<file path="src/design/splf_defines.vh">
// Constants for the self-program, lock and fuse controller
`ifndef SPLF_DEFINES_VH
`define SPLF_DEFINES_VH

// ==========================================================
// Register byte offsets on the Wishbone slave
`define SPLF_OFS_SCR        8'h00
`define SPLF_OFS_LOCK       8'h04
`define SPLF_OFS_STAT       8'h08

// ==========================================================
// Store control register fields
`define SPLF_B_STORE_EN     0
`define SPLF_B_ERASE        1
`define SPLF_B_WRITE        2
`define SPLF_B_LOCK_SEL     3
`define SPLF_B_REENABLE     4
`define SPLF_B_APP_BUSY     6
`define SPLF_B_IRQ_EN       7

// Accepted command codes in the low five bits
`define SPLF_CMD_REENABLE   5'h11
`define SPLF_CMD_LOCK       5'h09
`define SPLF_CMD_WRITE      5'h05
`define SPLF_CMD_ERASE      5'h03
`define SPLF_CMD_FILL       5'h01

// ==========================================================
// Pointer values selecting fuse and lock bytes
`define SPLF_Z_FUSE_LOW     16'h0000
`define SPLF_Z_LOCK         16'h0001
`define SPLF_Z_FUSE_EXT     16'h0002
`define SPLF_Z_FUSE_HIGH    16'h0003

// ==========================================================
// Reset values
`define SPLF_LOCK_RST       6'h3f
`define SPLF_SCR_RST        8'h00

// ==========================================================
// Timing
`define SPLF_CLK_PERIOD_NS  100
`define SPLF_T_TICK_NS      1000
`define SPLF_T_PROG_MIN_NS  3700000
`define SPLF_T_PROG_MAX_NS  4500000
`define SPLF_TICK_CYCLES    (`SPLF_T_TICK_NS / `SPLF_CLK_PERIOD_NS)
`define SPLF_PROG_TICKS     ((`SPLF_T_PROG_MIN_NS + `SPLF_T_TICK_NS - 1) / `SPLF_T_TICK_NS)
`define SPLF_STORE_WIN      3'h4
`define SPLF_LOAD_WIN       3'h3

// Start of the boot-stall region, byte address
`define SPLF_BOOT_STALL_START 16'h7000

`endif

</file>
<file path="src/design/splf_ctrl.v">
// Self-program, lock-bit and fuse-read controller with Wishbone slave
`timescale 1ns/1ps
`default_nettype none
`include "splf_defines.vh"

module splf_ctrl #(
	parameter TICK_CYCLES = `SPLF_TICK_CYCLES,
	parameter PROG_TICKS  = `SPLF_PROG_TICKS,
	parameter [15:0] BOOT_STALL_START = `SPLF_BOOT_STALL_START
) (
	// Clock and resets
	input  wire        CORE_CLK,
	input  wire        ARST_N,
	input  wire        SYS_RST_N,
	// Wishbone slave
	input  wire        WB_CYC,
	input  wire        WB_STB,
	input  wire        WB_WE,
	input  wire [7:0]  WB_ADR,
	input  wire [3:0]  WB_SEL,
	input  wire [31:0] WB_DAT_I,
	output reg  [31:0] WB_DAT_O,
	output reg         WB_ACK,
	// Core instruction side
	input  wire        SPM_EXEC,
	input  wire        LPM_EXEC,
	input  wire [15:0] Z_PTR,
	input  wire [7:0]  GR0_DATA,
	input  wire        EEPROM_WRITE_ACTIVE,
	// Fuse cells
	input  wire [7:0]  FUSE_LOW,
	input  wire [7:0]  FUSE_HIGH,
	input  wire [2:0]  FUSE_EXT,
	// Answers to the core
	output reg         LPM_ALT_VALID,
	output reg  [7:0]  LPM_ALT_DATA,
	output reg         CPU_HALT,
	output reg         APP_READ_BLOCK,
	output reg         IRQ,
	// Flash array control
	output reg         FL_ERASE,
	output reg         FL_WRITE,
	output reg  [15:0] FL_PAGE,
	output reg         FL_LOCK_WR,
	output reg  [5:0]  LOCK_BITS
);

	// ==========================================================
	// State encoding, one-hot
	localparam [2:0] ST_IDLE = 3'b001;
	localparam [2:0] ST_OPEN = 3'b010;
	localparam [2:0] ST_PROG = 3'b100;

	// ==========================================================
	// Declarations
	reg  [2:0]  st_q;          // Sequencer state
	reg  [4:0]  cmd_q;         // Command bits incl. store enable
	reg         irq_en_q;      // Interrupt enable bit
	reg         app_busy_q;    // App region busy flag
	reg  [2:0]  swin_q;        // Store window remaining
	reg  [2:0]  lwin_q;        // Load window remaining
	reg  [15:0] tick_div_q;    // Time base divider
	reg  [15:0] prog_cnt_q;    // Ticks left in an operation
	reg         op_lock_q;     // Operation is a lock write
	reg  [5:0]  lock_new_q;    // Lock value applied at the end

	wire        wb_req;        // New bus request this cycle
	wire        wb_wr;         // Write taking effect this cycle
	wire        wr_scr;        // Write to store control register
	wire [4:0]  wcmd;          // Written command bits
	wire        cmd_ok;        // Written code is accepted
	wire        tick;          // One-cycle time base pulse
	wire        store_hit;     // Store inside its window
	wire        load_hit;      // Load inside its window
	wire        prog_done;     // Operation end
	wire [7:0]  scr_rd;        // Store control readback
	wire        boot_tgt;      // Pointer in boot-stall region

	assign wb_req   = WB_CYC & WB_STB & ~WB_ACK;
	assign wb_wr    = wb_req & WB_WE & WB_SEL[0];
	assign wr_scr   = wb_wr & (WB_ADR == `SPLF_OFS_SCR);
	assign wcmd     = WB_DAT_I[4:0];
	// Unlisted codes and any code during an EEPROM write or a running operation start no command
	assign cmd_ok   = ((wcmd == `SPLF_CMD_REENABLE) |
	                   (wcmd == `SPLF_CMD_LOCK) |
	                   (wcmd == `SPLF_CMD_WRITE) |
	                   (wcmd == `SPLF_CMD_ERASE) |
	                   (wcmd == `SPLF_CMD_FILL)) &
	                  ~EEPROM_WRITE_ACTIVE &
	                  (st_q != ST_PROG);
	assign tick     = (tick_div_q == 16'h0000);
	// A held system reset or a late EEPROM write also refuses the
	// instruction, so strobes never start without the sequencer
	assign store_hit = SPM_EXEC & (st_q == ST_OPEN) & (swin_q != 3'h0) &
	                   SYS_RST_N & ~EEPROM_WRITE_ACTIVE;
	assign load_hit  = LPM_EXEC & (st_q == ST_OPEN) & (lwin_q != 3'h0) &
	                   (cmd_q == `SPLF_CMD_LOCK) & SYS_RST_N & ~EEPROM_WRITE_ACTIVE;
	assign prog_done = (st_q == ST_PROG) & tick & (prog_cnt_q == 16'h0001);
	assign scr_rd   = {irq_en_q, app_busy_q, 1'b0, cmd_q};
	assign boot_tgt = (Z_PTR >= BOOT_STALL_START);

	// ==========================================================
	// Wishbone slave: one wait-free answer cycle after each request
	// Unmapped offsets read zero and still acknowledge
	always @(posedge CORE_CLK or negedge ARST_N) begin
		if (!ARST_N) begin
			WB_ACK   <= 1'b0;
			WB_DAT_O <= 32'h0000_0000;
		end else begin
			WB_ACK <= wb_req;
			if (wb_req) begin
				case (WB_ADR)
					`SPLF_OFS_SCR: begin
						WB_DAT_O <= {24'h000000, scr_rd};
					end
					`SPLF_OFS_LOCK: begin
						// Programmed bits read as zero
						WB_DAT_O <= {24'h000000, 2'b11, LOCK_BITS};
					end
					`SPLF_OFS_STAT: begin
						WB_DAT_O <= {29'h00000000, EEPROM_WRITE_ACTIVE,
						             CPU_HALT, (st_q == ST_PROG)};
					end
					default: begin
						WB_DAT_O <= 32'h0000_0000;
					end
				endcase
			end
		end
	end

	// ==========================================================
	// Time base divider; restarted at each operation start so the
	// operation length is an exact multiple of the tick
	always @(posedge CORE_CLK or negedge ARST_N) begin
		if (!ARST_N) begin
			tick_div_q <= 16'h0000;
		end else if (store_hit && (cmd_q != `SPLF_CMD_FILL) &&
		             (cmd_q != `SPLF_CMD_REENABLE)) begin
			tick_div_q <= TICK_CYCLES[15:0] - 16'h0001;
		end else if (tick) begin
			tick_div_q <= TICK_CYCLES[15:0] - 16'h0001;
		end else begin
			tick_div_q <= tick_div_q - 16'h0001;
		end
	end

	// ==========================================================
	// Sequencer: command window, timed operation, self-clearing
	// The system reset clears an open window and keeps a new one from opening; a running
	// operation ignores it and finishes
	always @(posedge CORE_CLK or negedge ARST_N) begin
		if (!ARST_N) begin
			st_q       <= ST_IDLE;
			cmd_q      <= 5'h00;
			swin_q     <= 3'h0;
			lwin_q     <= 3'h0;
			prog_cnt_q <= 16'h0000;
			op_lock_q  <= 1'b0;
			lock_new_q <= `SPLF_LOCK_RST;
		end else begin
			case (st_q)
				ST_IDLE: begin
					// Accepted command opens both windows
					if (wr_scr && cmd_ok && SYS_RST_N) begin
						st_q   <= ST_OPEN;
						cmd_q  <= wcmd;
						swin_q <= `SPLF_STORE_WIN;
						lwin_q <= `SPLF_LOAD_WIN;
					end
				end
				ST_OPEN: begin
					if (!SYS_RST_N) begin
						st_q   <= ST_IDLE;
						cmd_q  <= 5'h00;
						swin_q <= 3'h0;
						lwin_q <= 3'h0;
					end else if (load_hit) begin
						// Fuse or lock read done, bits clear
						st_q   <= ST_IDLE;
						cmd_q  <= 5'h00;
						swin_q <= 3'h0;
						lwin_q <= 3'h0;
					end else if (store_hit) begin
						swin_q <= 3'h0;
						lwin_q <= 3'h0;
						case (cmd_q)
							`SPLF_CMD_ERASE, `SPLF_CMD_WRITE: begin
								st_q       <= ST_PROG;
								prog_cnt_q <= PROG_TICKS[15:0];
								op_lock_q  <= 1'b0;
							end
							`SPLF_CMD_LOCK: begin
								// Pointer not looked at here
								st_q       <= ST_PROG;
								prog_cnt_q <= PROG_TICKS[15:0];
								op_lock_q  <= 1'b1;
								// Only zeros program, ones never erase
								lock_new_q <= LOCK_BITS & GR0_DATA[5:0];
							end
							default: begin
								// Fill and re-enable end at once
								st_q  <= ST_IDLE;
								cmd_q <= 5'h00;
							end
						endcase
					end else if (wr_scr && cmd_ok) begin
						// Rewrite restarts the windows
						cmd_q  <= wcmd;
						swin_q <= `SPLF_STORE_WIN;
						lwin_q <= `SPLF_LOAD_WIN;
					end else begin
						if (swin_q != 3'h0) begin
							swin_q <= swin_q - 3'h1;
						end
						if (lwin_q != 3'h0) begin
							lwin_q <= lwin_q - 3'h1;
						end
						// Store window gone, bits clear
						if (swin_q == 3'h1) begin
							st_q  <= ST_IDLE;
							cmd_q <= 5'h00;
						end
					end
				end
				ST_PROG: begin
					// Store enable stays high until the end
					if (tick) begin
						prog_cnt_q <= prog_cnt_q - 16'h0001;
					end
					if (prog_done) begin
						st_q      <= ST_IDLE;
						cmd_q     <= 5'h00;
						op_lock_q <= 1'b0;
					end
				end
				default: begin
					st_q  <= ST_IDLE;
					cmd_q <= 5'h00;
				end
			endcase
		end
	end

	// ==========================================================
	// Interrupt enable and app region busy flag
	// Busy is set by hardware and only the re-enable command
	// clears it; a start in the same cycle wins
	always @(posedge CORE_CLK or negedge ARST_N) begin
		if (!ARST_N) begin
			irq_en_q   <= 1'b0;
			app_busy_q <= 1'b0;
		end else begin
			if (wr_scr) begin
				irq_en_q <= WB_DAT_I[`SPLF_B_IRQ_EN];
			end
			if (store_hit && ((cmd_q == `SPLF_CMD_ERASE) ||
			                  (cmd_q == `SPLF_CMD_WRITE))) begin
				app_busy_q <= 1'b1;
			end else if (store_hit && (cmd_q == `SPLF_CMD_REENABLE) &&
			             (st_q == ST_OPEN)) begin
				app_busy_q <= 1'b0;
			end
		end
	end

	// ==========================================================
	// Flash array strobes, halt and read blocking
	always @(posedge CORE_CLK or negedge ARST_N) begin
		if (!ARST_N) begin
			FL_ERASE       <= 1'b0;
			FL_WRITE       <= 1'b0;
			FL_PAGE        <= 16'h0000;
			FL_LOCK_WR     <= 1'b0;
			CPU_HALT       <= 1'b0;
			APP_READ_BLOCK <= 1'b0;
		end else begin
			if (store_hit && (cmd_q == `SPLF_CMD_ERASE)) begin
				FL_ERASE <= 1'b1;
				FL_PAGE  <= Z_PTR;                             // Address latched
				CPU_HALT <= boot_tgt;
				APP_READ_BLOCK <= 1'b1;
			end else if (store_hit && (cmd_q == `SPLF_CMD_WRITE)) begin
				FL_WRITE <= 1'b1;
				FL_PAGE  <= Z_PTR;
				CPU_HALT <= boot_tgt;
				APP_READ_BLOCK <= 1'b1;
			end else if (store_hit && (cmd_q == `SPLF_CMD_LOCK)) begin
				// No blocking added: app region read blocking is left as it was
				FL_LOCK_WR <= 1'b1;
			end else if (prog_done) begin
				FL_ERASE   <= 1'b0;
				FL_WRITE   <= 1'b0;
				FL_LOCK_WR <= 1'b0;
				CPU_HALT   <= 1'b0;
			end
			// Blocking lasts as long as the busy flag
			if (store_hit && (cmd_q == `SPLF_CMD_REENABLE) &&
			    (st_q == ST_OPEN)) begin
				APP_READ_BLOCK <= 1'b0;
			end
		end
	end

	// ==========================================================
	// Lock bits; nonvolatile in silicon, reset value unprogrammed
	always @(posedge CORE_CLK or negedge ARST_N) begin
		if (!ARST_N) begin
			LOCK_BITS <= `SPLF_LOCK_RST;
		end else if (prog_done && op_lock_q) begin
			LOCK_BITS <= lock_new_q;
		end
	end

	// ==========================================================
	// Timed load answer: replaces the flash byte for one cycle.
	// Without the select window the core reads flash as usual.
	always @(posedge CORE_CLK or negedge ARST_N) begin
		if (!ARST_N) begin
			LPM_ALT_VALID <= 1'b0;
			LPM_ALT_DATA  <= 8'hff;
		end else begin
			LPM_ALT_VALID <= load_hit;
			if (load_hit) begin
				case (Z_PTR)
					`SPLF_Z_FUSE_LOW: begin
						LPM_ALT_DATA <= FUSE_LOW;
					end
					`SPLF_Z_FUSE_HIGH: begin
						LPM_ALT_DATA <= FUSE_HIGH;
					end
					`SPLF_Z_FUSE_EXT: begin
						// Upper bits undefined; driven high
						LPM_ALT_DATA <= {5'h1f, FUSE_EXT};
					end
					`SPLF_Z_LOCK: begin
						LPM_ALT_DATA <= {2'b11, LOCK_BITS};
					end
					default: begin
						LPM_ALT_DATA <= 8'hff;
					end
				endcase
			end
		end
	end

	// ==========================================================
	// Completion interrupt: a level, held while store enable is low
	always @(posedge CORE_CLK or negedge ARST_N) begin
		if (!ARST_N) begin
			IRQ <= 1'b0;
		end else begin
			IRQ <= irq_en_q & ~cmd_q[`SPLF_B_STORE_EN];
		end
	end

endmodule // splf_ctrl

`default_nettype wire

</file>
<file path="config.mk">
export PLATFORM = sky130hd
export DESIGN_NAME = splf_ctrl
export DESIGN_NICKNAME = d
export VERILOG_FILES = /design/src/design/splf_ctrl.v
export VERILOG_INCLUDE_DIRS = /design/src /design/src/design
export SDC_FILE = /design/constraint.sdc
export NUM_CORES = 1
export LEC_CHECK = 0
export BUFFER_PORTS_ARGS = -buffer_cell sky130_fd_sc_hd__buf_2
export CAP_MARGIN = 5
export CELL_PAD_IN_SITES_DETAIL_PLACEMENT = 1
export CELL_PAD_IN_SITES_GLOBAL_PLACEMENT = 2
export CORE_MARGIN = 5
export CORE_UTILIZATION = 33
export CTS_CLUSTER_SIZE = 16
export DETAILED_ROUTE_END_ITERATION = 12
export GPL_TIMING_DRIVEN = 0
export PLACE_DENSITY_LB_ADDON = 0.1
export SKIP_LAST_GASP = 1
export SYNTH_ARGS = -nofsm -noshare
export SYNTH_HDL_FRONTEND = slang
export SYNTH_SLANG_ARGS = --single-unit
</file>
<file path="constraint.sdc">
create_clock -name CORE_CLK -period 4.8 [get_ports CORE_CLK]
set_clock_uncertainty 0.2 [all_clocks]
set_input_delay 0 -clock CORE_CLK [delete_from_list [all_inputs] [get_ports CORE_CLK]]
set_output_delay 0 -clock CORE_CLK [all_outputs]
set_load 0.01 [all_outputs]
</file>
After elaboration in Yosys (flattened, before gate mapping). Index checks and enable logic that the tools add are counted.

Add/sub/neg operators: 4. $lt $le $gt $ge: 1. Equality and inequality tests: 40. Muxes and demuxes: 62. Bitwise logic cells: 30. Reduce and logical (&&, ||, !) cells: 39.

Operator list (count): two-way mux 16 bit (9); two-way mux 3 bit (20); two-way mux 5 bit (8); equality test 16 x 1 -> 1 bit, second input constant (2); equality test 16 x 2 -> 1 bit, second input constant (2); zero test 16 bit (2); one-hot mux 16 bit (2 select lines) (1); one-hot mux 8 bit (4 select lines) (1); subtractor 16 x 1 -> 16 bit, second input constant (2); one-hot mux 8 bit (3 select lines) (1); != test 2 bit, second input constant (10); != test 5 bit, second input constant (4); AND 1 bit (19); != test 6 bit, second input constant (3); >= comparator 16 x 15 -> 1 bit, second input constant (1); two-way mux 1 bit (16); one-hot mux 5 bit (3 select lines) (1); AND reduction 3 bit (5); nonzero test 2 bit (7); one-hot mux 3 bit (2 select lines) (2); AND reduction 6 bit (2); nonzero test 3 bit (4); logical AND 1 bit (11); equality test 5 x 2 -> 1 bit, second input constant (2); other kinds (25) (41).

Bits in registers: 125. Output and inout bits: 70. Word-level logic and storage cells: 198.

Longest topological paths before layout. Gate-level depths: netlist of the first run.

Depth in word-level cells: 13. Depth in mapped cells: 10. Gate-level depth less buffers: 8.

Least setup slack after synthesis of the first run. Ideal clock, no wire load.

Kind: register -> register. From: reg swin_q[0]. To: reg FL_PAGE[2]. Setup time: 125 ps. Arrival: 2135 ps. Setup slack: 2340 ps. Stages on the path, launching flop included: 10. Period minus slack after synthesis: 2460 ps. Path through: dfrtp_1 inv_1 ha_1 nand2b_1 nand4_1 nor3_1 o21a_1 buf_2 buf_2 mux2_2.

Word-level cells in the longest chain between the ends: 6. Elaborated cells on any way between the ends: 8. Those cells by class: mux: 1; bitwise: 3; reduce/logical: 4.

Ends and longest elaborated chain: start, declared (line splf_ctrl.v:60) `reg [2:0] swin_q;`; start signal, assigned (line splf_ctrl.v:168) `` swin_q <= `SPLF_STORE_WIN; ``; start signal, assigned (line splf_ctrl.v:210) `` swin_q <= `SPLF_STORE_WIN; ``; start signal, assigned (line splf_ctrl.v:214) `swin_q <= swin_q - 3'h1;`; nonzero test 3 bit (*) (line splf_ctrl.v:94) `assign store_hit = SPM_EXEC & (st_q == ST_OPEN) & (swin_q != 3'h0) &`; AND 1 bit (*) (2 in series) (line splf_ctrl.v:94); AND 1 bit (*) (line splf_ctrl.v:95) `SYS_RST_N & ~EEPROM_WRITE_ACTIVE;`; logical AND 1 bit, on equally long branches (line splf_ctrl.v:278, splf_ctrl.v:283); two-way mux 16 bit or nonzero test 2 bit (tied branches); end signal, assigned (line splf_ctrl.v:273) `FL_PAGE <= 16'h0000;`; end signal, assigned (line splf_ctrl.v:280) `FL_PAGE <= Z_PTR;`; end signal, assigned (line splf_ctrl.v:285) `FL_PAGE <= Z_PTR;`; end, declared (line splf_ctrl.v:43) `output reg [15:0] FL_PAGE,`.

Mark *: on every way between the ends. The rest lies on a longest branch, timed or not. A chain may end at the register's enable or synchronous reset.

Final worst setup path of the first run.
From: reg st_q[2]. To: reg FL_PAGE[7].

Word-level cells in the longest chain between the ends: 7. Elaborated cells on any way between the ends: 9. Those cells by class: eq/ne: 1; mux: 1; bitwise: 4; reduce/logical: 3.

Ends and longest elaborated chain: start, declared (line splf_ctrl.v:56) `reg [2:0] st_q;`; start signal, assigned (line splf_ctrl.v:154) `st_q <= ST_IDLE;`; start signal, assigned (line splf_ctrl.v:166) `st_q <= ST_OPEN;`; start signal, assigned (line splf_ctrl.v:174) `st_q <= ST_IDLE;`; equality test 3 x 2 -> 1 bit (*) (line splf_ctrl.v:94); AND 1 bit (*) (3 in series) (line splf_ctrl.v:94); AND 1 bit (*) (line splf_ctrl.v:95); logical AND 1 bit, on equally long branches (line splf_ctrl.v:278, splf_ctrl.v:283); two-way mux 16 bit or nonzero test 2 bit (tied branches).

Marked as above.

==> results of run 1 <==
==> sequential cells by signal, indices dropped and copies added, names as in the netlist, 3 cells and up <==
name,flops
lwin_q,3
swin_q,3
st_q,3
lock_new_q,6
prog_cnt_q,16
FL_PAGE,16
WB_DAT_O,8
LPM_ALT_DATA,8
cmd_q,5
LOCK_BITS,6
tick_div_q,16
==> final timing paths <==
check                      slack, ns  cells past startpoint                       from                         to
min reg2reg                     0.28                      2  lock_new_q[5]$_DFFE_PN1P_  lock_new_q[5]$_DFFE_PN1P_
max                             1.80                      7        st_q[2]$_DFFE_PN0P_     FL_PAGE[7]$_DFFE_PN0P_
min                           -0.003                      2                     ARST_N  prog_cnt_q[8]$_DFFE_PN0P_
min in group CORE_CLK           0.01                      5                  WB_ADR[4]    WB_DAT_O[1]$_DFFE_PN0N_
max reg2reg                     1.80                      7        st_q[2]$_DFFE_PN0P_     FL_PAGE[7]$_DFFE_PN0P_
max in group asynchronous       3.65                      3                     ARST_N   LOCK_BITS[0]$_DFFE_PN1P_
==> metal layers <==
metal,share of wire [%],GRT usage (%),vias to the layer above
met5,0,0,-
met2,51,29.9,72
met1,44,20.7,2244
li1,-,-,2206
met3,3.9,4.22,19
met4,1.2,4.54,0
==> area by class of cell <==
class / instances / share of cell area [%]
well taps: 216 / 3.82
clock buffers: 11 / 3.29
repair buffers: 165 / 16.0
multi-input cells: 392 / 34.8
inverters: 18 / 0.954
diodes: 1 / 0.0353
flip-flops and latches: 101 / 36.1
clock inverters: 5 / 1.40
plain buffers: 40 / 3.59
==> where the power goes <==
part	switching (uW)	internal, uW
Sequential	49.6	969
Clock	312	507
Combinational	856	590
Total	1220	2070
==> logic make-up (layout without fill, tap and decap cells) <==
| logic type | Yosys count | in the layout | synth area share, % |
|---|---|---|---|
| AO/OA/AOI/OAI | 83 | 83 | 9.55 |
| AND/OR/NAND/NOR | 211 | 211 | 20.4 |
| buffers and inverters | 58 | 239 | 6.12 |
| other | 1 | 25 | 0.0714 |
| XOR/XNOR | 26 | 26 | 4.34 |
| flip-flops | 101 | 101 | 48.6 |
| adder cells (fa/ha/maj) | 10 | 10 | 2.33 |
| multiplexers | 38 | 38 | 8.58 |
==> worst max-delay path, stage by stage, from the launching register on <==
cell     delay (ns)
dfrtp_1        0.43
nor3b_1        0.42
nand4_1        0.33
nor3_1         0.44
o21a_1         0.18
buf_2          0.23
buf_2          0.28
mux2_2         0.36
==> through the flow <==
step | setup WS, ns | total power (uW) | utilization [%] | instances
2_1_floorplan | 2.34 | 2080 | - | 551
3_3_place_gp | 1.81 | 2420 | 39.0 | 874
3_5_place_dp | 1.75 | 2480 | 39.2 | 875
4_1_cts | 1.73 | 3360 | 44.9 | 948
5_1_grt | 1.52 | 3580 | 44.9 | 948
6_report | 1.80 | 3280 | 44.9 | 949
==> layout by cell type (no fill, tap or decap), drive strengths merged, types with 5 or more instances in the layout <==
master	instances
buf	138
dfrtp	80
nor2	59
dlygate4sd3	57
nand2	57
o21ai	31
mux2	26
conb	24
a21oi	24
dfstp	21
clkbuf	21
inv	18
xor2	17
nand3	13
nand4	12
nor4	11
nor3	10
mux2i	9
xnor2	9
ha	9
o22ai	7
or3	6
nor2b	5
==> repair_timing <==
action / 4_1_cts / 5_1_grt
resized for setup: 0 / 0
setup buffers: 0 / 0
hold buffers: 57 / 0
hold endpoints to repair: 124 / 0
==> results.py, run 1 <==
metrics = {
    "run_status": {
        "status": "complete, but fails checks",
        "violations": "hold timing",
    },
    "route": {
        "post_drt_wl_per_cell_microns": 16.1,
        "drcViolationCount": 0,
        "drt_iter0_markers": 134,
        "vias": 4541,
        "drt_wl_total_microns": 15300,
        "ant_nets": 0,
        "routed_via_density": 4.79,
        "dr.pass1.iters": 4,
    },
    "place": {
        "placed_area_sq_um": 6170,
        "gp_congestion": 0.772,
        "dpl.hpwl_microns": 11400,
        "port_buffers": 107,
    },
    "critical_path": {
        "required_ns": 4.84,
        "cp_max_fo": 10,
        "worstSetupPathType": "flop to flop",
        "setup.worst_path.start_class": "flop",
        "critical_path.endpoint_type": "flop",
        "crit_arrival_ns": 3.03,
    },
    "floorplanning": {
        "dieArea_sq_um": 18500,
        "rows": 46,
        "start_util_pct": 33.3,
        "core-area_sq_um": 15800,
        "fp.dieH_microns": 136,
        "ios": 166,
        "dieWidth_microns": 136,
    },
    "power": {
        "power_density_nw_per_um2": 464,
        "cellLeakagePower_uw": 0.00358,
        "peakVddDrop_v": 0.000718,
    },
    "synth": {
        "synth_area_leader_cell": "dfrtp_1",
        "synth.area.top_cells": "dfrtp_1 (38%), dfstp_2 (11%), mux2_2 (5.1%)",
        "synth_top_area_share_pct": 38.1,
        "avgSynthCellArea_sq_um": 9.95,
        "ys.flop_type": "dfrtp_1",
        "yosysSeqAreaShare_pct": 48.6,
        "netlist_area_sq_um": 5250,
        "synth-seq-cells": 101,
        "synthCells": 528,
        "ys_async_sr_fraction_pct": 100,
        "synth.most_common_cell": "dfrtp_1",
        "synth.distinct_cells": 59,
        "ys_warn_count": 0,
        "synth_edf_count": 0,
        "synth_common_cells": "dfrtp_1 (80), nor2_1 (59), nand2_1 (56)",
    },
    "clocking": {
        "htreeDepth": 3,
        "tritoncts": "done",
        "cts_buffers": 9,
        "cts_buffer_depth": 2,
        "clkTransAtPathRegs_ns": 0.07,
        "cts_root_buf": "clkbuf_16",
        "clock_latency_ns": 0.35,
        "cts_sinks": 101,
    },
    "grt": {
        "grt_pass1_vias": 5066,
        "antenna_found_initial": 0,
        "grt_pass1_wl_microns": 25000,
        "overflow": 0,
        "grt_start_max_net_pins": 61,
        "grt_use_total_pct": 17.0,
    },
    "sta": {
        "post-route-min-period_ns": 3.00,
        "rsz0062_at_grt": "false",
        "hold_ws_ns": -0.00307,
        "final-hold-violation-count": 2,
        "worst_pin_slew_ns": 0.793,
        "fmax_mhz": 334,
        "tns_ns": 0,
        "finalMaxSlewViolations": 0,
        "period_share_pct": 62.5,
        "setup_violations": 0,
        "slew-limit-headroom_pct": 46.7,
    },
    "run": {
        "cap_violations": 0,
    },
    "cells_and_area": {
        "final_cell_area_sq_um": 7080,
        "syn_to_final_growth_pct": 34.8,
        "nets": 832,
        "seq_area_sq_um": 2550,
        "layout-drive-gt1-share_pct": 29.1,
        "multi_input_area_sq_um": 2460,
        "n_fill_cell": 1866,
    },
    "min_path": {
        "min_path_type": "input pin to asynchronous set/reset pin",
    },
}
Note: power is estimated with default switching activity, not from simulation.
==> run 2, diff against run 1 <==
- CORE_UTILIZATION: 33 -> 31
- clock period: 4.8 -> 3.1 ns (I/O delays scaled with it)
==> results.py, run 2 (synthesized netlist as in run 1, its figures left out) <==
metrics = {
    "clocking": {
        "htreeDepth": 3,
        "tritoncts": "done",
        "cts_buffer_depth": 2,
        "cts_root_buf": "clkbuf_16",
        "cts_buffers": 9,
        "clock_latency_ns": 0.35,
        "cts_sinks": 101,
        "clkTransAtPathRegs_ns": 0.07,
    },
    "power": {
        "p_int_uw": 3130,
        "seqPwrFrac_pct": 31.5,
        "p_clk_share_pct": 24.1,
        "netSwitchingFraction_pct": 37.5,
        "power_frac_comb_pct": 44.4,
        "cellLeakagePower_uw": 0.00357,
        "netSwitchingPower_uw": 1880,
        "power_density_nw_per_um2": 707,
        "peakVddDrop_v": 0.00113,
    },
    "critical_path": {
        "rrSetupSlack_ns": 0.25,
        "cp_max_fo": 10,
        "r2r_start": "swin_q[0]$_DFFE_PN0P_",
        "timing.rr.end": "FL_PAGE[5]$_DFFE_PN0P_",
        "setup.worst_path.start_class": "flop",
        "cpMostUsedCell": "buf_2",
        "crit_arrival_ns": 2.89,
        "cpMaxStageDelayCell": "dfrtp_1",
        "rr_worst_depth": 9,
        "max_stage_delay_ns": 0.39,
        "critical_path.endpoint_type": "flop",
        "cp-endpoint": "FL_PAGE[5]$_DFFE_PN0P_",
        "crit_chain": "inv_1, ha_1, nand2b_1, nand4_1, nor3_4, o21a_1, buf_2, buf_2, mux2_2",
        "critical_path.startpoint": "swin_q[0]$_DFFE_PN0P_",
        "required_ns": 3.13,
        "worstSetupPathType": "flop to flop",
    },
    "floorplanning": {
        "fp.dieH_microns": 140,
        "rows": 47,
        "core-area_sq_um": 16600,
        "dieArea_sq_um": 19600,
        "dieWidth_microns": 140,
        "ios": 166,
        "start_util_pct": 31.7,
    },
    "sta": {
        "final-hold-violation-count": 11,
        "setup_violations": 0,
        "tns_ns": 0,
        "period_share_pct": 92.1,
        "post-route-min-period_ns": 2.85,
        "fmax_mhz": 350,
        "worst_pin_slew_ns": 0.792,
        "rsz0062_at_grt": "false",
        "finalMaxSlewViolations": 0,
        "hold_ws_ns": -0.0149,
        "slew-limit-headroom_pct": 46.7,
    },
    "cells_and_area": {
        "mostFrequentLayoutCells": "buf_2 (111), dfrtp_1 (80), nor2_1 (59)",
        "reg_top3": "FL_PAGE x16, prog_cnt_q x16, tick_div_q x16",
        "nets": 831,
        "syn_to_final_growth_pct": 35.0,
        "layout-drive-gt1-share_pct": 29.7,
        "final-instance-count-excl-fill": 952,
        "final_common_cell": "buf_2",
    },
    "route": {
        "post_drt_wl_per_cell_microns": 15.9,
        "ant_nets": 0,
        "dr.pass1.iters": 4,
        "routed_via_density": 4.69,
        "drt_wl_total_microns": 15200,
        "vias": 4469,
        "drcViolationCount": 0,
        "drt_iter0_markers": 134,
    },
    "grt": {
        "grt_pass1_wl_microns": 25300,
        "grt_use_total_pct": 15.7,
        "grt_start_max_net_pins": 63,
        "grt_pass1_vias": 4951,
        "antenna_found_initial": 0,
        "overflow": 0,
    },
    "place": {
        "placedCellCount": 879,
        "gp_congestion": 0.749,
        "dpl.hpwl_microns": 11500,
        "port_buffers": 107,
    },
    "run_status": {
        "status": "complete, but fails checks",
        "violations": "hold timing",
    },
    "run": {
        "cap_violations": 0,
    },
    "min_path": {
        "min_path_type": "input pin to asynchronous set/reset pin",
    },
}
[run 2: power by group through the flow]
stage | registers, uW | clock network [uW] | logic [uW]
final | 1580 | 1210 | 2230
after CTS | 1570 | 1260 | 2250
after global placement | 1580 | 0 | 2100
after detailed placement | 1590 | 0 | 2190
after global routing | 1570 | 1310 | 2430
after floorplan | 1580 | 0 | 1650
[run 2: through the flow]
step                      setup slack, ns  instance area [sq um]  power, uW  hold slack, ns  utilization, %
final                               0.245                   7090       5010         -0.0149            42.8
after global routing              0.00977                   7090       5310          0.0385            42.7
after CTS                          0.0611                   7060       5080         0.00814            42.6
after detailed placement           0.0749                   6180       3780          -0.166            37.3
after global placement              0.109                   6150       3690          0.0201            37.1
after floorplan                     0.640                   5340       3230          -0.496               -
[run 2: how the worst min path moves through the flow]
stage | from | endpoint | cells past startpoint
2_1_floorplan | ARST_N | APP_READ_BLOCK$_DFFE_PN0P_ | 0
4_1_cts | ARST_N | prog_cnt_q[7]$_DFFE_PN0P_ | 2
3_5_place_dp | ARST_N | prog_cnt_q[7]$_DFFE_PN0P_ | 1
3_3_place_gp | GR0_DATA[4] | lock_new_q[4]$_DFFE_PN1P_ | 3
6_report | ARST_N | prog_cnt_q[7]$_DFFE_PN0P_ | 2
5_1_grt | ARST_N | prog_cnt_q[7]$_DFFE_PN0P_ | 2
[run 2: what timing repair did]
item / in CTS / in global routing
hold endpoints to repair: 124 / 0
buffers inserted: 0 / 0
endpoints found under the setup margin: 0 / 13
resized for setup: 0 / 4
hold buffers: 56 / 0
[run 2: area by class of cell]
| cell class | count | area (sq um) |
|---|---|---|
| diodes | 1 | 2.50 |
| flip-flops and latches | 101 | 2550 |
| repair buffers | 164 | 1130 |
| inverters | 18 | 67.6 |
| fillers | 1957 | 9490 |
| multi-input cells | 392 | 2490 |
| well taps | 220 | 275 |
| plain buffers | 40 | 254 |
| clock buffers | 14 | 285 |
| clock inverters | 2 | 38.8 |
[run 2: metal layers]
| metal | GRT usage (%) | wire, microns | vias to the layer above |
|---|---|---|---|
| li1 | - | - | 2195 |
| met1 | 20.0 | 6660 | 2195 |
| met2 | 27.2 | 7800 | 66 |
| met3 | 3.20 | 513 | 13 |
| met4 | 4.33 | 175 | 0 |
| met5 | 0 | 0 | - |
[run 2: critical path, delay by kind of cell (launching register included)]
kind                       cells  cell delay (ns)
muxes                          1             0.36
and+or+nand+nor                3             0.83
DFF                            1             0.39
buffers and inverters          3             0.58
AOI/OAI and AO/OA              1             0.15
adders and majority gates      1             0.21
==> run 3, diff against run 2 <==
- CORE_ASPECT_RATIO: not set -> 0.6
==> results.py, run 3 (synthesized netlist as in run 1, its figures left out) <==
metrics = {
    "critical_path": {
        "crit_arrival_ns": 3.01,
        "crit_chain": "dlygate4sd3_1, buf_2, nor4_1, dlygate4sd3_1, nand4_1, a21oi_1, dlygate4sd3_1",
        "max_stage_delay_ns": 0.73,
        "cpMostUsedCell": "dlygate4sd3_1",
        "worstSetupPathType": "input pin to flop",
        "cpMaxStageDelayCell": "dlygate4sd3_1",
        "required_ns": 3.18,
        "crit_buf_inv": 4,
        "setup.worst_path.start_class": "input pin",
        "critical-path-top-delay-family": "buffers and inverters",
        "critical_path.endpoint_type": "flop",
        "cp_max_fo": 6,
    },
    "cells_and_area": {
        "mostFrequentLayoutCells": "buf_2 (111), dfrtp_1 (80), nor2_1 (59)",
        "layout-drive-gt1-share_pct": 30.0,
        "syn_to_final_growth_pct": 34.8,
        "nets": 834,
        "reg_top3": "FL_PAGE x16, prog_cnt_q x16, tick_div_q x16",
        "final_cell_area_sq_um": 7080,
        "final_common_cell": "buf_2",
        "final-instance-count-excl-fill": 962,
        "n_antenna_cell": 0,
        "fin_util_pct": 43.1,
    },
    "sta": {
        "period_share_pct": 94.6,
        "slew-limit-headroom_pct": 41.8,
        "worst_pin_slew_ns": 0.864,
        "post-route-min-period_ns": 2.93,
        "fmax_mhz": 341,
        "setup_violations": 0,
        "rsz0062_at_grt": "false",
        "final-hold-violation-count": 0,
        "finalMaxSlewViolations": 0,
    },
    "clocking": {
        "clock_latency_ns": 0.35,
        "clkTransAtPathRegs_ns": 0.07,
        "htreeDepth": 3,
        "cts_sinks": 101,
        "cts_buffers": 9,
        "cts_root_buf": "clkbuf_16",
        "cts_buffer_depth": 2,
        "tritoncts": "done",
    },
    "grt": {
        "grt_use_total_pct": 16.8,
        "grt_pass1_wl_microns": 26900,
        "overflow": 0,
        "antenna_found_initial": 0,
        "grt_pass1_vias": 5052,
        "grt_start_max_net_pins": 58,
    },
    "floorplanning": {
        "core-area_sq_um": 16400,
        "ios": 166,
        "fp.dieH_microns": 111,
        "rows": 36,
        "dieArea_sq_um": 19700,
        "dieWidth_microns": 178,
        "start_util_pct": 31.9,
    },
    "route": {
        "dr.pass1.iters": 4,
        "vias": 4566,
        "ant_nets": 0,
        "routed_via_density": 4.75,
        "drcViolationCount": 0,
        "post_drt_wl_per_cell_microns": 17.0,
        "drt_iter0_markers": 219,
        "drt_wl_total_microns": 16400,
    },
    "min_path": {
        "min_path_type": "input pin to asynchronous set/reset pin",
    },
    "place": {
        "gp_congestion": 0.771,
        "dpl.hpwl_microns": 12300,
        "placed_area_sq_um": 6190,
        "port_buffers": 107,
        "placedCellCount": 887,
    },
    "run_status": {
        "status": "finished clean",
    },
    "power": {
        "cellLeakagePower_uw": 0.00356,
        "peakVddDrop_v": 0.000838,
        "power.total_uw": 4900,
        "power_density_nw_per_um2": 691,
    },
    "run": {
        "cap_violations": 0,
    },
}
[run 3: changes by cell type in the layout (fill, tap and decap cells not counted), moves of 2 or more]
cell | previous run | this run
buf_4 | 25 | 27
clkbuf_1 | 12 | 10
clkbuf_8 | 2 | 0
inv_6 | 0 | 2
[run 3: power breakdown]
part,internal [uW],leakage (uW),switching (uW),total [uW]
sequential,1490,0.00131,84.2,1580
clock,558,0.000136,551,1110
combinational,914,0.00212,1300,2210
total,2960,0.00356,1930,4900
[run 3: cell type report]
cell class	count	area [sq um]
Multi-Input combinational cell	392	2490
Fill cell	1910	9360
Tap cell	228	285
Timing Repair Buffer	167	1150
Sequential cell	101	2550
Inverter	18	67.6
Clock buffer	9	225
Buffer	40	254
Clock inverter	7	57.6
[run 3: path summary, 6_finish.rpt]
kind,cells past startpoint,slack [ns],startpoint,endpoint
worst max-delay path,7,0.17,WB_ADR[3],st_q[1]$_DFFE_PN0P_
worst min-delay path,2,0.007,ARST_N,tick_div_q[10]$_DFF_PN0_
worst max register to register,9,0.17,swin_q[0]$_DFFE_PN0P_,FL_PAGE[7]$_DFFE_PN0P_
worst min register to register,2,0.28,WB_DAT_O[5]$_DFFE_PN0N_,WB_DAT_O[5]$_DFFE_PN0N_
max in group asynchronous,3,1.92,ARST_N,LOCK_BITS[4]$_DFFE_PN1P_
min in group CORE_CLK,3,0.03,WB_ADR[2],WB_DAT_O[5]$_DFFE_PN0N_
[run 3: timing repair]
item / CTS / global route
setup endpoints to repair: 8 / 19
setup buffers: 0 / 2
hold buffers: 57 / 0
endpoints found under the hold margin: 122 / 0
pin swaps: 0 / 1
resized for setup: 1 / 3
[run 3: layer usage]
layer	GRT usage, %	routed length (microns)	share of wire (%)
met1	25.5	8440	51
met2	25.2	7090	43
met3	3.07	767	4.7
met4	2.94	95	0.58
met5	0	0	0
[run 3: metrics by stage]
step	setup TNS (ns)	worst slack, ns	hold slack, ns
2_1_floorplan	0	0.640	-0.496
3_3_place_gp	0	0.0681	0.0345
3_5_place_dp	-0.0984	-0.0200	-0.129
4_1_cts	0	0.0716	0.0260
5_1_grt	0	0.0421	0.0678
6_report	0	0.168	0.00699
